### src/sfur_pkg.sv
// Shared constants and types for the parameter-table reader link.
// Assumes both ends run on one 25 MHz core clock.
package sfur_pkg;

  // Core clock period, ns
  localparam int CLK_NS = 40;
  // Default link clock period made by the host, ns
  localparam int SCLK_NS = 320;
  // Host half period in core cycles, rounded down, never below one
  localparam int SCLK_HALF_CYC = (SCLK_NS / 2 / CLK_NS < 1) ? 1 : SCLK_NS / 2 / CLK_NS;

  // Shared opcode of table read and unique-number read
  localparam logic [7:0] OPC_PARAM_RD = 8'h5a;
  // Dummy byte value sent by the host
  localparam logic [7:0] DUMMY_BYTE = 8'h00;
  // Field lengths in link clocks
  localparam logic [4:0] OPC_BITS   = 5'h08;
  localparam logic [4:0] ADDR_BITS  = 5'h18;
  localparam logic [4:0] DUMMY_BITS = 5'h08;
  localparam logic [4:0] BYTE_BITS  = 5'h08;
  // Whole header: opcode, address and dummy
  localparam logic [5:0] HDR_BITS = 6'h28;

  // Table layout
  localparam logic [23:0] TBL_LAST  = 24'h000053;
  localparam logic [23:0] UID_BASE  = 24'h000080;
  localparam logic [23:0] UID_LAST  = 24'h00008b;
  localparam logic [7:0]  FILL_BYTE = 8'hff;
  localparam int          TBL_LEN   = 84;

  // Table contents, byte 00h first
  localparam logic [7:0] TABLE [0:TBL_LEN-1] = '{
    8'h53, 8'h46, 8'h44, 8'h50, 8'h00, 8'h01, 8'h00, 8'hff,
    8'h00, 8'h00, 8'h01, 8'h09, 8'h30, 8'h00, 8'h00, 8'hff,
    8'hff, 8'hff, 8'hff, 8'hff, 8'hff, 8'hff, 8'hff, 8'hff,
    8'hff, 8'hff, 8'hff, 8'hff, 8'hff, 8'hff, 8'hff, 8'hff,
    8'hff, 8'hff, 8'hff, 8'hff, 8'hff, 8'hff, 8'hff, 8'hff,
    8'hff, 8'hff, 8'hff, 8'hff, 8'hff, 8'hff, 8'hff, 8'hff,
    8'hed, 8'h20, 8'hf1, 8'hff, 8'hff, 8'hff, 8'hff, 8'h01,
    8'h44, 8'heb, 8'h08, 8'h6b, 8'h08, 8'h3b, 8'h04, 8'hbb,
    8'hfe, 8'hff, 8'hff, 8'hff, 8'hff, 8'hff, 8'h00, 8'hff,
    8'hff, 8'hff, 8'h44, 8'heb, 8'h0c, 8'h20, 8'h0f, 8'h52,
    8'h10, 8'hd8, 8'h00, 8'hff
  };

  // Device end states
  typedef enum logic [5:0] {
    DS_IDLE  = 6'h01,
    DS_CMD   = 6'h02,
    DS_ADDR  = 6'h04,
    DS_DUMMY = 6'h08,
    DS_DATA  = 6'h10,
    DS_IGN   = 6'h20
  } sfur_dev_st_t;

  // Host end states
  typedef enum logic [3:0] {
    HS_IDLE = 4'h1,
    HS_HDR  = 4'h2,
    HS_DATA = 4'h4,
    HS_FIN  = 4'h8
  } sfur_host_st_t;

endpackage

### src/sfur_link_if.sv
// Serial link between host controller and flash parameter reader.
// Assumes the testbench instantiates it and joins both ends.
`timescale 1ns/100ps
interface sfur_link_if;
  logic sclk;   // Serial clock, made by host
  logic cs_n;   // Chip select, low active
  logic si;     // Serial data into device
  logic so_o;   // Device output value
  logic so_oe;  // Device drives output line
  logic so;     // Resolved output line

  // Undriven line reads high, as with a pull-up
  assign so = so_oe ? so_o : 1'b1;

  modport dev  (input sclk, input cs_n, input si, output so_o, output so_oe);
  modport host (output sclk, output cs_n, output si, input so);
endinterface

### src/sfur_dev.sv
// Device end: answers the table read and unique-number read opcode.
// Assumes link pins are asynchronous to core_clk and the link clock
// runs well below a quarter of the core clock rate.
`timescale 1ns/100ps
module sfur_dev #(
  // Per-die number; value is arbitrary
  parameter logic [95:0] UID = 96'h0123_4567_89ab_cdef_0f1e_2d3c
) (
  input  wire logic core_clk,
  input  wire logic rst_n,
  sfur_link_if.dev  link,
  input  wire logic wr_busy,
  output logic      xfer_active,
  output logic      rejected
);

  // All state of the device end
  typedef struct packed {
    logic [2:0]             clk_s;  // Link clock: sync 1, sync 2, previous
    logic [1:0]             cs_s;   // Chip select synchroniser
    logic [1:0]             si_s;   // Input line synchroniser
    sfur_pkg::sfur_dev_st_t st;     // Transfer phase
    logic [4:0]             bcnt;   // Bits taken or left in a field
    logic [7:0]             op;     // Opcode being shifted in
    logic [23:0]            addr;   // Byte address
    logic [7:0]             sh;     // Output byte shifter
    logic                   so;     // Output line value
    logic                   oe;     // Output line enable
    logic                   act;    // Selected flag
    logic                   rej;    // Rejection pulse
  } sfur_dev_state_t;

  // Idle values; the line is released and inputs read idle
  localparam sfur_dev_state_t RST_STATE = '{
    clk_s: 3'h0,
    cs_s:  2'h3,
    si_s:  2'h0,
    st:    sfur_pkg::DS_IDLE,
    bcnt:  5'h00,
    op:    8'h00,
    addr:  24'h000000,
    sh:    8'h00,
    so:    1'b1,
    oe:    1'b0,
    act:   1'b0,
    rej:   1'b0
  };

  sfur_dev_state_t q;      // Registered state
  sfur_dev_state_t d;      // Next state
  logic            rise;   // Link clock rising, seen late by two cycles
  logic            fall;   // Link clock falling
  logic            cs_hi;  // Chip select deasserted
  logic            si_b;   // Synchronised input bit
  logic [7:0]      rom_b;  // Byte at the current address
  logic [7:0]      op_n;   // Opcode with the newest bit

  // Table and unique number lookup
  sfur_rom #(
    .UID (UID)
  ) sfur_rom_i (
    .addr (q.addr),
    .data (rom_b)
  );

  // Edge detection uses only second-stage and later flops, so a
  // metastable first stage never reaches any logic.
  assign rise  = q.clk_s[1] & ~q.clk_s[2];
  assign fall  = ~q.clk_s[1] & q.clk_s[2];
  assign cs_hi = q.cs_s[1];
  // Clock and data share the same delay, so the bit is aligned
  assign si_b  = q.si_s[1];
  assign op_n  = {q.op[6:0], si_b};

  // Next-state logic
  always_comb begin
    d       = q;
    d.rej   = 1'b0;
    // Two-flop synchronisers for every link input
    d.clk_s = {q.clk_s[1], q.clk_s[0], link.sclk};
    d.cs_s  = {q.cs_s[0], link.cs_n};
    d.si_s  = {q.si_s[0], link.si};
    if (cs_hi) begin
      // Deselect ends any phase and releases the line at once
      d.st  = sfur_pkg::DS_IDLE;
      d.oe  = 1'b0;
      d.so  = 1'b1;
      d.act = 1'b0;
    end else begin
      case (q.st)
        sfur_pkg::DS_IDLE: begin
          // Newly selected; the first rise is still ahead
          d.st   = sfur_pkg::DS_CMD;
          d.bcnt = 5'h00;
          d.act  = 1'b1;
        end
        sfur_pkg::DS_CMD: begin
          // Opcode, most significant bit first
          if (rise) begin
            d.op   = op_n;
            d.bcnt = q.bcnt + 5'h01;
            if (q.bcnt == sfur_pkg::OPC_BITS - 5'h01) begin
              d.bcnt = 5'h00;
              if (op_n == sfur_pkg::OPC_PARAM_RD && !wr_busy) begin
                d.st = sfur_pkg::DS_ADDR;
              end else begin
                // Other opcode or busy write cycle: drop the read, touch nothing else
                d.st  = sfur_pkg::DS_IGN;
                d.rej = (op_n == sfur_pkg::OPC_PARAM_RD);
              end
            end
          end
        end
        sfur_pkg::DS_ADDR: begin
          // Three address bytes, most significant bit first
          if (rise) begin
            d.addr = {q.addr[22:0], si_b};
            d.bcnt = q.bcnt + 5'h01;
            if (q.bcnt == sfur_pkg::ADDR_BITS - 5'h01) begin
              d.st   = sfur_pkg::DS_DUMMY;
              d.bcnt = 5'h00;
            end
          end
        end
        sfur_pkg::DS_DUMMY: begin
          // Dummy byte content is ignored
          if (rise) begin
            d.bcnt = q.bcnt + 5'h01;
            if (q.bcnt == sfur_pkg::DUMMY_BITS - 5'h01) begin
              d.st   = sfur_pkg::DS_DATA;
              d.bcnt = 5'h00;
            end
          end
        end
        sfur_pkg::DS_DATA: begin
          // Output changes only on falls, so the host samples
          // a stable bit on the following fall.
          if (fall) begin
            d.oe = 1'b1;
            if (q.bcnt == 5'h00) begin
              // Start of a byte: fetch it and move the address on.
              // The 24-bit counter wraps from its top to zero.
              d.so   = rom_b[7];
              d.sh   = {rom_b[6:0], 1'b0};
              d.addr = q.addr + 24'h000001;
              d.bcnt = sfur_pkg::BYTE_BITS - 5'h01;
            end else begin
              d.so   = q.sh[7];
              d.sh   = {q.sh[6:0], 1'b0};
              d.bcnt = q.bcnt - 5'h01;
            end
          end
        end
        sfur_pkg::DS_IGN: begin
          // Wait for deselect; the line stays released
          d.oe = 1'b0;
        end
        default: begin
          d.st = sfur_pkg::DS_IDLE;
        end
      endcase
    end
  end

  // State register with synchronous reset
  always_ff @(posedge core_clk) begin
    if (!rst_n) begin
      q <= RST_STATE;
    end else begin
      q <= d;
    end
  end

  // Outputs straight from flops
  assign link.so_o  = q.so;
  assign link.so_oe = q.oe;
  assign xfer_active = q.act;
  assign rejected    = q.rej;

endmodule

### src/sfur_rom.sv
// Byte lookup for the parameter address space and unique number.
// Assumes a 24-bit byte address from the device end.
`timescale 1ns/100ps
module sfur_rom #(
  // Per-die number; value is arbitrary
  parameter logic [95:0] UID = 96'h0123_4567_89ab_cdef_0f1e_2d3c
) (
  input  wire logic [23:0] addr,
  output logic      [7:0]  data
);
  logic [23:0] uid_off;  // Offset into unique number

  // Table bytes, then unique number, FFh elsewhere
  always_comb begin
    uid_off = addr - sfur_pkg::UID_BASE;
    if (addr <= sfur_pkg::TBL_LAST) begin
      // Also density, fast read, erase and reserved bytes
      // Multi-line reads and erase types; reserved bits read one
      data = sfur_pkg::TABLE[addr[6:0]];
    end else if (addr >= sfur_pkg::UID_BASE && addr <= sfur_pkg::UID_LAST) begin
      // Lowest byte of the number sits at the base address
      data = UID[{uid_off[3:0], 3'h0} +: 8];
    end else begin
      data = sfur_pkg::FILL_BYTE;
    end
  end
endmodule

### src/flat_wrapper.sv
// flat-port wrapper written by rule: the top's interface ports become plain ports
module sfur_dev_flat 
#(
                                       
  parameter logic [95:0] UID = 96'h0123_4567_89ab_cdef_0f1e_2d3c
)
  (core_clk, rst_n, wr_busy, xfer_active, rejected, link_sclk, link_cs_n, link_si, link_so_o, link_so_oe);
  sfur_link_if link_i ();
  input  wire logic core_clk;
  input  wire logic rst_n;
  input  wire logic wr_busy;
  output logic xfer_active;
  output logic rejected;
  input wire logic [$bits(link_i.sclk)-1:0] link_sclk;
  input wire logic [$bits(link_i.cs_n)-1:0] link_cs_n;
  input wire logic [$bits(link_i.si)-1:0] link_si;
  output wire logic [$bits(link_i.so_o)-1:0] link_so_o;
  output wire logic [$bits(link_i.so_oe)-1:0] link_so_oe;
  assign link_i.sclk = link_sclk;
  assign link_i.cs_n = link_cs_n;
  assign link_i.si = link_si;
  assign link_so_o = link_i.so_o;
  assign link_so_oe = link_i.so_oe;
  sfur_dev #(.UID(UID)) u_core (.core_clk(core_clk), .rst_n(rst_n), .link(link_i), .wr_busy(wr_busy), .xfer_active(xfer_active), .rejected(rejected));
endmodule
### config.mk
export PLATFORM = sky130hd
export DESIGN_NAME = sfur_dev_flat
export DESIGN_NICKNAME = d
export VERILOG_FILES = /design/src/sfur_pkg.sv /design/src/sfur_link_if.sv /design/src/sfur_dev.sv /design/src/sfur_rom.sv /design/src/flat_wrapper.sv
export SDC_FILE = /design/constraint.sdc
export NUM_CORES = 1
export LEC_CHECK = 0
export BUFFER_PORTS_ARGS = -buffer_cell sky130_fd_sc_hd__buf_2
export CAP_MARGIN = 20
export CORE_MARGIN = 2
export CORE_UTILIZATION = 25
export CTS_CLUSTER_DIAMETER = 40
export DETAILED_ROUTE_END_ITERATION = 8
export GPL_TIMING_DRIVEN = 0
export PLACE_DENSITY = 0.49
export SETUP_SLACK_MARGIN = 0.2
export SLEW_MARGIN = 10
export SYNTH_ARGS = -nofsm -noshare
export SYNTH_HDL_FRONTEND = slang
export SYNTH_SLANG_ARGS = --single-unit
### constraint.sdc
create_clock -name core_clk -period 5.3 [get_ports core_clk]
set_input_delay 1.06 -clock core_clk [delete_from_list [all_inputs] [get_ports core_clk]]
set_output_delay 1.06 -clock core_clk [all_outputs]
set_load 0.05 [all_outputs]
==> impl_metrics.csv <==
group,metric,value,unit
status,status,"finished clean",
logic_synthesis,ys_seq_area_share,29.1,%
routing,final_antenna_net_count,0,
timing,clock.fmax,321,MHz
routing,drt-total-wl,14200,µm
global_routing,grt_pass1_vias,4249,
timing,setup_violations,0,
timing,worstMarginPinSlew,0.867,ns
timing,hold_violations,0,
layout,insertedDiodeCount,0,
routing,vias_per_cell,5.56,
logic_synthesis,synth_top_cell_by_area,"dfxtp_1",
critical_path,cp_slowest_cell,"nor2_1",
routing,wl_met1,6760,µm
layout,final_cell_mix,"65 x nand2_1, 60 x dfxtp_1, 50 x o21ai_0, 48 x nor2_1, 37 x a21oi_1",
cts,cts_tree,"built",
layout,stdcell_area,4780,µm²
die,rows,46,
logic_synthesis,synth_enable_flop_cells,0,
worst_hold_path,holdCritPathClass,"reg2reg",
cts,insertion_delay,0.33,ns
routing,vias,4464,
critical_path,endpoint_kind,"register",
critical_path,required,5.55,ns
routing,route.detailed.drc,0,
cts,htree_levels,3,
global_routing,grt.overflow.total,0,
global_routing,antenna_found_initial,0,
placed_design,dp_hpwl,10200,µm
logic_synthesis,ys_warn_count,0,
cts,clockBufferDepth,2,
die,die_y,133,µm
critical_path,cpPeakStageDelay,0.61,ns
pwr,total_power,1.11,mW
routing,dr_wl_met3,877,µm
die,die_area,17600,µm²
routing,wl_per_cell,17.7,µm
pwr,p_leak,1.65,nW
die,core,16000,µm²
logic_synthesis,yosysTopAreaCellShare,29.1,%
job,max-cap-violations,0,
layout,syn_to_final_growth,15.6,%
routing,drt-initial-drc-count,611,
pwr,vdd_drop_max,0.000140,V
cts,cts_buffers,9,
cts,cts_hold_buf,0,
global_routing,grt_max_degree,11,
die,ioPinCount,10,
routing,drt-pass1-iter-count,5,
critical_path,worstPathCellList,"ha_1 > clkbuf_1 > nand4_1 > nor2_1 > nand2_1 > o21ai_0 > a31oi_1 > nor3_1",
critical_path,reg2reg_from,"u_core.q[12]",
timing,setup_tns,0,ns
routing,wl_met2,6330,µm
pwr,power.density,231,nW/µm²
timing,maxSlewViolCount,0,
logic_synthesis,ys_types,71,
critical_path,cp.arrival,3.36,ns
placed_design,place_congestion,0.902,
logic_synthesis,postSynthCellCount,561,
cts,clk_pin_slew,0.05,ns
routing,routed.top_layer,"met4",
cts,cts-root-buf,"clkbuf_16",
die,initial_core_util,25.8,%
placed_design,io_buffers,9,
timing,layout_min_cycle_time,3.11,ns
critical_path,crit_path_max_fanout,10,
critical_path,startpoint_type,"register",
logic_synthesis,synth_area_leaders,"dfxtp_1 29%, o21ai_0 6.1%, nand2_1 5.9%",
cts,cts_resized,0,
timing,finalClockSkew,0.00999,ns
timing,rsz0062_at_grt,"no",
logic_synthesis,synth_fp_nets,579,
layout,final_core_util,29.8,%
layout,final-instance-count-excl-fill,803,
timing,fin_crit_sh,58.7,%
die,fp.dieW,133,µm
critical_path,worst-setup-path-type,"reg2reg",
layout,drive_above_1_share,7.16,%
logic_synthesis,ys_seq_elements,60,
cts,clock_sinks,60,
worst_hold_path,hold_start,"u_core.d[58]",
logic_synthesis,async_flop_share,0,%
logic_synthesis,synthFlopType,"dfxtp_1",
logic_synthesis,syn_area_per_cell,7.36,µm²
placed_design,place_area,4450,µm²
critical_path,setup.worst_path.start,"u_core.q[12]",
layout,fin_nets,600,
timing,maxSlewHeadroom,41.8,%
placed_design,dp.cells,786,
global_routing,grt_pass1_wl,22900,µm
cts,cts_setup_buffers,0,
layout,final_common_cell,"nand2_1",
global_routing,grt_use_total,16.2,%
logic_synthesis,syn_area,4130,µm²
-- through the flow --
step | setup WS (ns) | hold slack [ns]
after floorplan | 2.72 | 0.386
after global placement | 2.27 | 0.398
after detailed placement | 2.25 | 0.398
after CTS | 2.23 | 0.411
after global routing | 1.99 | 0.433
final | 2.19 | 0.407
-- worst max-delay path: cells and delay by family, from the launching register on --
| family | cells | cell delay, ns |
|---|---|---|
| AO/OA/AOI/OAI | 2 | 0.34 |
| adder cells (fa/ha/maj) | 1 | 0.34 |
| AND/OR/NAND/NOR | 4 | 1.37 |
| buffers and inverters | 1 | 0.45 |
| flip-flops | 1 | 0.53 |
-- power breakdown --
group / internal, mW / switching, mW / leakage (nW)
combinational: 0.00707 / 0.0190 / 1.01
clock: 0.423 / 0.200 / 0.153
sequential: 0.455 / 0.00185 / 0.485
total: 0.885 / 0.220 / 1.65
-- registers in the layout, indices dropped and copies added, names as in the netlist --
name	flops
u_core.q	43
u_core.op_n	8
u_core.d	4
u_core.cs_hi	1
u_core.link.so_o	1
u_core.link.so_oe	1
u_core.rejected	1
u_core.xfer_active	1
-- worst paths after layout --
check | slack (ns) | cells after the start | endpoint
worst min-delay path | 0.41 | 1 | u_core.cs_hi
worst max-delay path | 2.19 | 8 | u_core.q[30]
worst max register to register | 2.19 | 8 | u_core.q[30]
worst min register to register | 0.41 | 1 | u_core.cs_hi
-- per-layer routing --
layer	vias to the layer above	GRT usage, %
li1	2120	-
met5	-	0
met2	170	24.8
met1	2150	22.5
met4	0	5.62
met3	24	3.45
-- cell usage after synthesis (11+ instances only) --
library cell	instances
nor4_1	13
clkbuf_1	32
nand3_1	20
nand2b_1	15
nor2_1	48
a31oi_1	18
a21oi_1	37
o21ai_0	50
and2_1	11
ha_1	12
nor3_1	23
inv_1	13
dfxtp_1	60
nand2_1	65
-- cell families (layout without fill, tap and decap cells) --
family                   count (synthesis)  in the layout  synth area share (%)
AO/OA/AOI/OAI                          175            175                  27.5
XOR/XNOR                                 5              5                  1.06
multiplexers                            11             11                  2.97
buffers and inverters                   57             83                  6.30
adder cells (fa/ha/maj)                 12             12                  3.64
flip-flops                              60             60                  29.1
AND/OR/NAND/NOR                        241            241                  29.4
-- final cells by class --
cell class / count / area [µm²]
tap: 216 / 270
clock buffer: 12 / 246
clock inverter: 4 / 72.6
timing repair buffer: 10 / 56.3
sequential: 60 / 1200
multi-input combinational: 444 / 2670
fill: 1793 / 11200
inverter: 15 / 56.3
buffer: 42 / 204
Power figures use the tool's default switching activity.
